### config.mk
export PLATFORM = sky130hd
export DESIGN_NAME = asp_device_flat
export DESIGN_NICKNAME = d
export VERILOG_FILES = /design/src/hdl/asp_pkg.sv /design/src/hdl/asp_if.sv /design/src/hdl/asp_device.sv /design/src/flat_wrapper.sv
export VERILOG_INCLUDE_DIRS = /design/src /design/src/hdl
export SDC_FILE = /design/constraint.sdc
export NUM_CORES = 1
export LEC_CHECK = 0
export BUFFER_PORTS_ARGS = -buffer_cell sky130_fd_sc_hd__buf_2
export CORE_MARGIN = 5
export CORE_UTILIZATION = 35
export DETAILED_ROUTE_END_ITERATION = 10
export SETUP_SLACK_MARGIN = 0.15
export SLEW_MARGIN = 20
export SYNTH_ARGS = -nofsm -noshare
export SYNTH_HDL_FRONTEND = slang
export SYNTH_SLANG_ARGS = --single-unit
### constraint.sdc
create_clock -name clk -period 3.1 [get_ports clk]
set_input_delay 0.62 -clock clk [delete_from_list [all_inputs] [get_ports clk]]
set_output_delay 0.62 -clock clk [all_outputs]
set_load 0.005 [all_outputs]
### src/hdl/asp_defines.svh
// Constants for the additive sample input port, both ends.
// Assumes both ends run on one 40 MHz system clock; included by bare name.
//
// Contract
// - Device adds external samples into output stream
// - Two 10-bit samples per link clock cycle
// - Samples unsigned binary, bit 9 most significant; the device takes them as offset binary, mid code 10'h200 as zero
// - Source changes sample buses on falling edge; the source also launches a pair mid-low while the link clock idles low
// - Device captures both buses on rising edge
// - Source link clock no faster than 40 MHz
// - Start pulse marks first sample, aligns sequence
// - Device request output paces the source
// - Enable bit gates additive path on/off
`ifndef ASP_DEFINES_SVH
`define ASP_DEFINES_SVH

`define ASP_SAMPLE_W      10
`define ASP_SAMPLE_MSB    9
`define ASP_MIDSCALE      10'h200
`define ASP_EMU_W         16
`define ASP_FIFO_WIDTH    21
`define ASP_FIFO_DEPTH    16
`define ASP_REQ_MARGIN    4
`define ASP_CLK_HZ        40000000
`define ASP_LINK_MAX_HZ   40000000
`define ASP_LINK_DIV_MIN  ((`ASP_CLK_HZ + `ASP_LINK_MAX_HZ - 1) / `ASP_LINK_MAX_HZ)
`define ASP_LINK_DIV      8

`endif

### src/hdl/asp_pkg.sv
// Types for the emulator end of the additive sample input port and its bench.
// Assumes asp_defines.svh for widths.
`include "asp_defines.svh"

package asp_pkg;

	// One captured pair plus its start mark
	typedef struct packed {
		logic                      start;
		logic [`ASP_SAMPLE_W-1:0]  first;
		logic [`ASP_SAMPLE_W-1:0]  second;
	} asp_pair_t;

	// Which sample of the held pair goes out next
	typedef enum logic {
		ASP_SER_FIRST,
		ASP_SER_SECOND
	} asp_ser_t;

endpackage

### src/hdl/asp_if.sv
// Link between the waveform source and the emulator input port.
// Assumes the testbench ties both ends to one instance.
`timescale 1ns/100ps
`include "asp_defines.svh"

interface asp_if;
	logic                      link_clk;
	logic [`ASP_SAMPLE_W-1:0]  first_sample_bus;
	logic [`ASP_SAMPLE_W-1:0]  second_sample_bus;
	logic                      start_pulse;
	logic                      sample_req;

	// Emulator end
	modport dev (
		input  link_clk,
		input  first_sample_bus,
		input  second_sample_bus,
		input  start_pulse,
		output sample_req
	);

	// Waveform source end
	modport src (
		output link_clk,
		output first_sample_bus,
		output second_sample_bus,
		output start_pulse,
		input  sample_req
	);
endinterface

### src/hdl/asp_device.sv
// Emulator end of the additive port: captures pairs off the link, buffers
// them, and adds them one by one into the emulator output stream.
// Assumes clk at 40 MHz and a link clock well below clk/4 so edges are seen.
`timescale 1ns/100ps
`include "asp_defines.svh"

// Plain synchronous FIFO with valid/ready on both sides
module asp_fifo #(
	parameter int WIDTH = `ASP_FIFO_WIDTH,
	parameter int DEPTH = `ASP_FIFO_DEPTH
) (
	// Clock and reset
	input  wire logic                       clk,
	input  wire logic                       reset_n,
	// Fill side
	input  wire logic                       in_valid,
	output logic                            in_ready,
	input  wire logic [WIDTH-1:0]           in_data,
	// Drain side
	output logic                            out_valid,
	input  wire logic                       out_ready,
	output logic [WIDTH-1:0]                out_data,
	// Occupancy
	output logic [$clog2(DEPTH+1)-1:0]      level
);
	localparam int AW = $clog2(DEPTH);

	logic [WIDTH-1:0]            mem [DEPTH];
	logic [AW-1:0]               wr_ptr_r;
	logic [AW-1:0]               rd_ptr_r;
	logic [$clog2(DEPTH+1)-1:0]  count_r;
	logic                        push;
	logic                        pop;

	// Honest flags straight from the count
	assign in_ready  = (count_r != DEPTH[$clog2(DEPTH+1)-1:0]);
	assign out_valid = (count_r != '0);
	assign out_data  = mem[rd_ptr_r];
	assign level     = count_r;
	assign push      = in_valid && in_ready;
	assign pop       = out_valid && out_ready;

	// Storage, no reset needed on the array
	always_ff @(posedge clk) begin
		if (push) begin
			mem[wr_ptr_r] <= in_data;
		end
	end

	// Pointers wrap; depth assumed a power of two
	always_ff @(posedge clk or negedge reset_n) begin
		if (!reset_n) begin
			wr_ptr_r <= '0;
			rd_ptr_r <= '0;
		end else begin
			if (push) begin
				wr_ptr_r <= wr_ptr_r + 1'b1;
			end
			if (pop) begin
				rd_ptr_r <= rd_ptr_r + 1'b1;
			end
		end
	end

	// Occupancy count
	always_ff @(posedge clk or negedge reset_n) begin
		if (!reset_n) begin
			count_r <= '0;
		end else if (push && !pop) begin
			count_r <= count_r + 1'b1;
		end else if (pop && !push) begin
			count_r <= count_r - 1'b1;
		end
	end
endmodule

module asp_device #(
	parameter int FIFO_DEPTH = `ASP_FIFO_DEPTH,
	parameter int REQ_MARGIN = `ASP_REQ_MARGIN,
	parameter int EMU_W      = `ASP_EMU_W
) (
	// Clock and reset
	input  wire logic                     clk,
	input  wire logic                     reset_n,
	// Link to the waveform source
	asp_if.dev                            link,
	// Configuration
	input  wire logic                     additive_enable,
	// Emulator stream in
	input  wire logic                     emu_in_valid,
	input  wire logic signed [EMU_W-1:0]  emu_in_data,
	// Emulator stream out
	output logic                          emu_out_valid,
	output logic signed [EMU_W-1:0]       emu_out_data,
	output logic                          emu_out_start,
	// Status
	output logic                          overflow
);
	localparam int LW = $clog2(FIFO_DEPTH+1);

	// Synchroniser stages for every link pin
	logic                       lclk_s1_r, lclk_s2_r, lclk_d_r;
	asp_pkg::asp_pair_t         pin_s1_r, pin_s2_r;
	logic                       en_s1_r, en_s2_r;
	logic                       rise;
	// FIFO hookup
	logic                       fifo_in_ready;
	logic                       fifo_out_valid;
	logic                       fifo_out_ready;
	asp_pkg::asp_pair_t         fifo_out_data;
	logic [LW-1:0]              fifo_level;
	// Serialiser
	asp_pkg::asp_pair_t         pair_r;
	logic                       have_r;
	asp_pkg::asp_ser_t          ser_r;
	logic                       aligned_r;
	logic                       consume;
	logic                       last_of_pair;
	logic [`ASP_SAMPLE_W-1:0]   ext_code;
	logic signed [EMU_W:0]      ext_val;
	logic signed [EMU_W:0]      sum;
	// Registered outputs
	logic                       req_r;
	logic                       emu_out_valid_r;
	logic signed [EMU_W-1:0]    emu_out_data_r;
	logic                       emu_out_start_r;
	logic                       overflow_r;

	// Two flops on every pin; clock and data share the same delay
	always_ff @(posedge clk or negedge reset_n) begin
		if (!reset_n) begin
			lclk_s1_r <= 1'b0;
			lclk_s2_r <= 1'b0;
			lclk_d_r  <= 1'b0;
			pin_s1_r  <= '0;
			pin_s2_r  <= '0;
		end else begin
			lclk_s1_r <= link.link_clk;
			lclk_s2_r <= lclk_s1_r;
			lclk_d_r  <= lclk_s2_r;
			pin_s1_r  <= '{start: link.start_pulse,
			               first: link.first_sample_bus,
			               second: link.second_sample_bus};
			pin_s2_r  <= pin_s1_r;
		end
	end

	// Enable may come from another domain, so it is synchronised too
	always_ff @(posedge clk or negedge reset_n) begin
		if (!reset_n) begin
			en_s1_r <= 1'b0;
			en_s2_r <= 1'b0;
		end else begin
			en_s1_r <= additive_enable;
			en_s2_r <= en_s1_r;
		end
	end

	// Rising link edge: both buses taken together, data settled since the fall or since the launch while idling low
	assign rise = lclk_s2_r && !lclk_d_r;

	asp_fifo #(
		.WIDTH ($bits(asp_pkg::asp_pair_t)),
		.DEPTH (FIFO_DEPTH)
	) u_fifo (
		.clk       (clk),
		.reset_n   (reset_n),
		.in_valid  (rise),
		.in_ready  (fifo_in_ready),
		.in_data   (pin_s2_r),
		.out_valid (fifo_out_valid),
		.out_ready (fifo_out_ready),
		.out_data  (fifo_out_data),
		.level     (fifo_level)
	);

	// A pair arriving with no room is lost; flag it sticky until reset
	always_ff @(posedge clk or negedge reset_n) begin
		if (!reset_n) begin
			overflow_r <= 1'b0;
		end else if (rise && !fifo_in_ready) begin
			overflow_r <= 1'b1;
		end
	end

	// Ask for pairs only while enabled and with slack for pairs in flight
	always_ff @(posedge clk or negedge reset_n) begin
		if (!reset_n) begin
			req_r <= 1'b0;
		end else begin
			req_r <= en_s2_r &&
			         (fifo_level <= LW'(FIFO_DEPTH - REQ_MARGIN));
		end
	end

	// Output sample slot uses one external sample when one is held
	assign consume      = emu_in_valid && have_r;
	assign last_of_pair = (ser_r == asp_pkg::ASP_SER_SECOND);
	// Disabled: drain and drop; enabled: refill when empty or pair used up
	assign fifo_out_ready = !en_s2_r || !have_r || (consume && last_of_pair);

	// Pair holder and alignment on the start mark
	always_ff @(posedge clk or negedge reset_n) begin
		if (!reset_n) begin
			pair_r    <= '0;
			have_r    <= 1'b0;
			aligned_r <= 1'b0;
		end else if (!en_s2_r) begin
			have_r    <= 1'b0;
			aligned_r <= 1'b0;
		end else if (fifo_out_ready && fifo_out_valid &&
		             (aligned_r || fifo_out_data.start)) begin
			pair_r    <= fifo_out_data;
			have_r    <= 1'b1;
			aligned_r <= 1'b1;
		end else if (consume && last_of_pair) begin
			have_r    <= 1'b0;
		end
	end

	// Serialiser: first bus sample, then second bus sample
	always_ff @(posedge clk or negedge reset_n) begin
		if (!reset_n) begin
			ser_r <= asp_pkg::ASP_SER_FIRST;
		end else if (!have_r) begin
			ser_r <= asp_pkg::ASP_SER_FIRST;
		end else if (consume) begin
			case (ser_r)
				asp_pkg::ASP_SER_FIRST: begin
					ser_r <= asp_pkg::ASP_SER_SECOND;
				end
				asp_pkg::ASP_SER_SECOND: begin
					ser_r <= asp_pkg::ASP_SER_FIRST;
				end
				default: begin
					ser_r <= asp_pkg::ASP_SER_FIRST;
				end
			endcase
		end
	end

	// Offset binary to signed, mid code as zero; nothing held adds zero
	always_comb begin
		ext_code = last_of_pair ? pair_r.second : pair_r.first;
		if (have_r && en_s2_r) begin
			ext_val = (EMU_W+1)'(signed'({1'b0, ext_code})) -
			          (EMU_W+1)'(signed'({1'b0, `ASP_MIDSCALE}));
		end else begin
			ext_val = '0;
		end
		sum = (EMU_W+1)'(emu_in_data) + ext_val;
	end

	// Saturating adder output stage
	always_ff @(posedge clk or negedge reset_n) begin
		if (!reset_n) begin
			emu_out_valid_r <= 1'b0;
			emu_out_data_r  <= '0;
			emu_out_start_r <= 1'b0;
		end else begin
			emu_out_valid_r <= emu_in_valid;
			emu_out_start_r <= consume && !last_of_pair && pair_r.start;
			if (emu_in_valid) begin
				if (sum[EMU_W] != sum[EMU_W-1]) begin
					emu_out_data_r <= sum[EMU_W] ? {1'b1, {(EMU_W-1){1'b0}}}
					                             : {1'b0, {(EMU_W-1){1'b1}}};
				end else begin
					emu_out_data_r <= sum[EMU_W-1:0];
				end
			end
		end
	end

	assign link.sample_req = req_r;
	assign emu_out_valid   = emu_out_valid_r;
	assign emu_out_data    = emu_out_data_r;
	assign emu_out_start   = emu_out_start_r;
	assign overflow        = overflow_r;
endmodule

### src/flat_wrapper.sv
// flat-port wrapper written by rule: the top's interface ports become plain ports
module asp_device_flat 
#(
	parameter int FIFO_DEPTH = `ASP_FIFO_DEPTH,
	parameter int REQ_MARGIN = `ASP_REQ_MARGIN,
	parameter int EMU_W      = `ASP_EMU_W
)
  (clk, reset_n, additive_enable, emu_in_valid, emu_in_data, emu_out_valid, emu_out_data, emu_out_start, overflow, link_link_clk, link_first_sample_bus, link_second_sample_bus, link_start_pulse, link_sample_req);
  asp_if link_i ();
  input  wire logic clk;
  input  wire logic reset_n;
  input  wire logic additive_enable;
  input  wire logic emu_in_valid;
  input  wire logic signed [EMU_W-1:0] emu_in_data;
  output logic emu_out_valid;
  output logic signed [EMU_W-1:0] emu_out_data;
  output logic emu_out_start;
  output logic overflow;
  input wire logic [$bits(link_i.link_clk)-1:0] link_link_clk;
  input wire logic [$bits(link_i.first_sample_bus)-1:0] link_first_sample_bus;
  input wire logic [$bits(link_i.second_sample_bus)-1:0] link_second_sample_bus;
  input wire logic [$bits(link_i.start_pulse)-1:0] link_start_pulse;
  output wire logic [$bits(link_i.sample_req)-1:0] link_sample_req;
  assign link_i.link_clk = link_link_clk;
  assign link_i.first_sample_bus = link_first_sample_bus;
  assign link_i.second_sample_bus = link_second_sample_bus;
  assign link_i.start_pulse = link_start_pulse;
  assign link_sample_req = link_i.sample_req;
  asp_device #(.FIFO_DEPTH(FIFO_DEPTH), .REQ_MARGIN(REQ_MARGIN), .EMU_W(EMU_W)) u_core (.clk(clk), .reset_n(reset_n), .link(link_i), .additive_enable(additive_enable), .emu_in_valid(emu_in_valid), .emu_in_data(emu_in_data), .emu_out_valid(emu_out_valid), .emu_out_data(emu_out_data), .emu_out_start(emu_out_start), .overflow(overflow));
endmodule
# After elaboration in Yosys (flattened, before gate mapping)
# Memory sizes are Yosys's and may differ from the RTL's.
# Index checks and enable logic that the tools add are counted.
# totals
input_bits	42
output_inout_bits	20
reg_bits	104
mem_bits_rw	336
elab_cells	81
mem_count	1
# op_classes
n_reduce_logical	26
n_eq_ne	5
mux	16
bitwise_logic	1
magnitude_cmp	1
addsub	6
# mem_list
memory	words	width	rd	rd_ports_with_merged_regs	write_ports	line_no	rtl
u_core.u_fifo.mem	16	21	1	0	1	asp_device.sv:28	logic [WIDTH-1:0] mem [DEPTH];
# ops
cell	count
16-bit two-way mux	2
16-bit by 17-bit adder with 17-bit output	1
17-bit two-way mux	1
1-bit logical AND	13
10-bit by 10-bit subtractor with 11-bit output, second input constant	1
10-bit two-way mux	1
5-bit two-way mux	2
1-bit two-way mux	9
4-bit by 1-bit adder with 4-bit output, second input constant	2
1-bit zero test	7
5-bit by 1-bit adder with 5-bit output, second input constant	1
5-bit by 4-bit less-or-equal comparator with 1-bit output, second input constant	1
5-bit inequality test, second input constant	1
5-bit nonzero test	1
5-bit by 1-bit subtractor with 5-bit output, second input constant	1
2-bit inequality test, second input constant	2
1-bit logical OR	3
3-bit inequality test, second input constant	1
1-bit one-hot mux with 2 select lines	1
2-bit AND reduction	1
2-bit nonzero test	1
1-bit inequality test	1
1-bit NOT	1

# Depth between registers and ports, before layout
# depth
word_depth	7
depth_mapped	14
depth_no_buf	12

# Cells and area by module
# From an unflattened synthesis, not the netlist that was laid out.
# unflattened
hier_cells	980
hier_area_um2	17535.6
# by_module_without_submodules
mod	n_inst	seq_area_each_um2	cells_per_inst	area_per_inst_um2
asp_fifo	1	10415.0	690	13698.1
asp_device	1	2277.2	290	3837.4

# Worst setup path after synthesis
# OpenSTA, ideal clock, no wires.
# synth_timing
kind	flip-flop to flip-flop
from	reg u_core.ser_r, in the netlist u_core.last_of_pair
to	reg u_core.emu_out_data_r[5], in the netlist u_core.emu_out_data[5]
synth_period_minus_slack_ns	3.392
stages_incl_launch_ff	15
setup_time_ns	0.078
n_path_buf	3
arrival_ns	3.315
slack_ns	-0.292
t_required_ns	3.022
cell_sequence	dfrtp_1 clkbuf_1 buf_1 mux2i_1 nor2_1 ha_1 inv_1 fa_1 nand2b_1 a21o_1 a211o_1 a21oi_1 clkbuf_1 a21oi_1 o2bb2ai_1
# synth_via
elab_chain_len	6
elab_cells_between_ends	7
# synth_rtl
element	line_no	rtl
from (decl)	asp_device.sv:115	asp_pkg::asp_ser_t ser_r;
from (signal assigned)	asp_device.sv:224	ser_r <= asp_pkg::ASP_SER_FIRST;
from (signal assigned)	asp_device.sv:226	ser_r <= asp_pkg::ASP_SER_FIRST;
from (signal assigned)	asp_device.sv:230	ser_r <= asp_pkg::ASP_SER_SECOND;
10-bit two-way mux (*)	asp_device.sv:244	ext_code = last_of_pair ? pair_r.second : pair_r.first;
10-bit by 10-bit subtractor with 11-bit output (*)	asp_device.sv:246	ext_val = (EMU_W+1)'(signed'({1'b0, ext_code})) -
17-bit two-way mux (*)	asp_device.sv:245	if (have_r && en_s2_r) begin
16-bit by 17-bit adder with 17-bit output (*)	asp_device.sv:251	sum = (EMU_W+1)'(emu_in_data) + ext_val;
16-bit two-way mux / 1-bit inequality test (equally long branches)	asp_device.sv:265, asp_device.sv:264	
16-bit two-way mux (*)	asp_device.sv:264	if (sum[EMU_W] != sum[EMU_W-1]) begin
to (signal assigned)	asp_device.sv:265	emu_out_data_r <= sum[EMU_W] ? {1'b1, {(EMU_W-1){1'b0}}}
to (signal assigned)	asp_device.sv:268	emu_out_data_r <= sum[EMU_W-1:0];
to (decl)	asp_device.sv:125	logic signed [EMU_W-1:0] emu_out_data_r;
# Every way passes the cells marked *; elsewhere a longest branch is shown, timed or not.
# A chain may end at the register's enable or synchronous reset.

# Worst setup path in the final report
# layout_timing
from	reg u_core.ser_r, in the netlist u_core.last_of_pair
to	reg u_core.emu_out_data_r[10], in the netlist u_core.emu_out_data[10]
# Same word-level chain as after synthesis.

==> summary.txt <==
Total GRT Usage: 14.0%
Drt total wl: 37200 um
Synth Area in Adders: 2.05%
Outcome: finished clean
First-pass GRT wire length: 56200 um
EDFF count, synth: 336
Pre-CTS WS: -0.0781 ns
Design Power: 18.2 mW
Max cap viols: 0
Most frequent cells after synthesis: edfxtp_1, dfrtp_1, mux4_2
Synth Area in Simple Gates: 2.40%
DR DRC count: 0
Final Hold Violating Endpoints: 0
Largest family of logic cells by synthesized area: multiplexers
Initial core utilization: 35.3%
Unrepaired setup endpoints after global routing: true
Reg power frac: 41.6%
CP arrival: 3.37 ns
Clk buf depth: 3
Non-Filler Instances: 1698
Die W: 232 um
Worst path required time: 3.60 ns
Top_reg_cell synth: edfxtp_1
Top cell type's share of synthesized area: 58.5%
Mapped Nets: 931
CP max FO: 7
Row count: 81
Final GP Congestion: 0.813
Final Cell Area: 20500 um^2
VDD IR-drop max: 0.511 mV
Final Util: 42.0%
Cell with the most instances after synthesis: edfxtp_1
Yosys cell types: 50
CP endpoint kind: flop
Worst skew pair latency: 0.59 ns
Largest net degree at the start of global routing: 57
Nets: 1068
Reg area: 12700 um^2
Slew @ Worst Pin: 0.565 ns
Clk sinks: 440
Top post-synthesis cells by area: edfxtp_1, dfrtp_1, mux4_2
Layout cells sized above 1: 34.1%
FF+latch count, synth: 440
Vias/cell: 5.03
Complex-gate fraction of the synthesized area: 3.79%
Slew headroom: 62.0%
Mux contribution to synthesized area: 15.8%
Filler Cells Inserted: 4335
Area of the multi-input gates: 4470 um^2
Min Tclk post-route: 2.88 ns
Area growth syn-to-layout: 19.1%
Root buffer selected by CTS: clkbuf_16
Switching share of total power: 29.3%
Syn Inst Count: 862
Startpoint types: flop
Internal Pwr Total: 12.9 mW
Placed Cells: 1599
Core footprint: 48800 um^2
Slew Viols, Final: 0
Cts bufs inserted: 47
Synthesized area per cell: 20.0 um^2
Cell Area, Placed: 18800 um^2
Max Clock Skew: 0.0360 ns
WS Path Type: flop to flop
PD cells: 886 nW/um^2
First-pass iteration count of the detailed router: 5
CTS tree: yes
Initial antenna violation count: 0
Synth Cell Area: 17200 um^2
Initial DRC count: 762
Gate power share: 29.0%
Seq/Total Area, Yosys: 73.6%
Die area: 53800 um^2
Yosys warning count: 0
PortBufs: 61
Hold crit path type: input pin to flop
Final worst slack: 0.225 ns
Hpwl dp: 22500 um
Period utilisation layout: 92.8%
H-tree levels: 2
Vias: 8540
Clock-pin slew on the worst setup and hold paths: 0.06 ns
Global route overflow: 0
LEAKAGE: 7.14 nW
Avg WL per Cell: 21.9 um
Post-synthesis xor/xnor area fraction: 1.02%
Antenna cells: 0
Psw: 5.33 mW
Final Setup Violations: 0
IO Pins: 62
Clock network power share: 29.4%
Area leader, netlist: edfxtp_1
Share of flip-flops with an asynchronous set or reset: 23.6%
Antenna-violating nets left: 0
Die height: 232 um
Peak Freq: 348 MHz
Vias in the first global route: 8721
state kept, by name, indices dropped and copies added (netlist names), 4 cells and up:
signal                  count
u_core.emu_out_data        16
u_core.pair_r              21
u_core.pin_s1_r            21
u_core.pin_s2_r            21
u_core.u_fifo.level         5
u_core.u_fifo.mem         336
u_core.u_fifo.rd_ptr_r      4
u_core.u_fifo.wr_ptr_r      4
final timing paths:
kind                                     startpoint                 endpoint  slack [ns]  cells past startpoint
min in group asynchronous                   reset_n       u_core.pin_s1_r[1]        0.52                      2
max in group asynchronous                   reset_n       u_core.pin_s2_r[0]        1.88                      3
hold / removal             link_first_sample_bus[0]      u_core.pin_s1_r[10]        0.13                      1
hold reg to reg                 u_core.pin_s1_r[13]      u_core.pin_s2_r[13]        0.34                      0
setup reg to reg                u_core.last_of_pair  u_core.emu_out_data[10]        0.22                     12
setup / recovery                u_core.last_of_pair  u_core.emu_out_data[10]        0.22                     12
cell usage in the layout (no fill, tap or decap), drive strengths merged, types with 2 or more instances in the layout:
cell      synthesis  final
mux2             23     23
a31oi             3      3
a21boi            2      2
or3               2      2
edfxtp          336    336
fa                2      2
a31o              3      3
xor2              5      5
dfrtp           104    104
nor3b             2      2
nand2b            5      5
ha               25     25
mux4            105    105
nor2             29     29
nand3             6      6
clkinv            0     12
buf              20    124
bufinv            0      2
nand2            27     27
clkinvlp          0      2
a211o             2      2
a21o              8      8
a21oi            31     31
clkbuf           17     68
a22oi             3      3
o2bb2ai          14     14
nor3              8      8
mux2i             9      9
xnor2            15     15
nand4             5      5
inv              14     14
o21ai            13     13
o211ai            7      7
a211oi            5      5
layer usage:
| layer | up-vias | share of wire (%) | GRT usage, % |
|---|---|---|---|
| met4 | 0 | 1.7 | 3.31 |
| met1 | 4502 | 43 | 19.4 |
| met2 | 230 | 49 | 22.6 |
| li1 | 3758 | - | - |
| met3 | 50 | 5.6 | 3.19 |
| met5 | - | 0 | 0 |
critical path: stages, from the launching register on:
cell and delay, ns:
dfrtp_2 0.42, mux2_2 0.35, nand3_1 0.12, inv_1 0.06, ha_1 0.30, a211oi_2 0.26, o211ai_1 0.19, a31o_2 0.26
a211oi_4 0.32, buf_4 0.17, buf_4 0.15, a22oi_2 0.09, o2bb2ai_1 0.13
power groups by stage:
stage	registers [mW]	clock network, mW	logic [mW]
floorplan	7.34	0	3.83
global placement	7.67	0	5.02
detailed placement	7.69	0	5.08
CTS	7.57	5.50	5.11
global route	7.64	5.77	5.73
finish	7.56	5.34	5.28
final cells by class:
type,instances,area share [%]
inverter,14,0.256
multi-input combinational,371,21.8
sequential,440,61.9
clock inverter,16,0.854
tap,664,4.05
clock buffer,68,6.32
timing repair buffer,125,4.85
logic make-up after synthesis:
group                      Yosys count
AOI/OAI and AO/OA                   97
xor gates and xnor gates            20
adders and majority gates           27
buffers and inverters               51
DFF                                440
muxes                              137
and+or+nand+nor                     90
repair_timing:
item | 4_1_cts | 5_1_grt
hold endpoints to repair | 29 | 0
hold buffers | 1 | 0
setup endpoints to repair | 13 | 15
setup buffers | 1 | 12
resized for setup | 2 | 26
pin swaps | 1 | 11
cloned | 0 | 1
metrics by stage:
step / hold WS [ns] / TNS (ns)
6_report: 0.131 / 0
5_1_grt: 0.0927 / 0
4_1_cts: 0.0904 / 0
3_5_place_dp: 0.335 / -0.395
3_3_place_gp: 0.332 / 0
2_1_floorplan: 0.324 / 0
No activity file was read; power rests on OpenSTA's default activity.
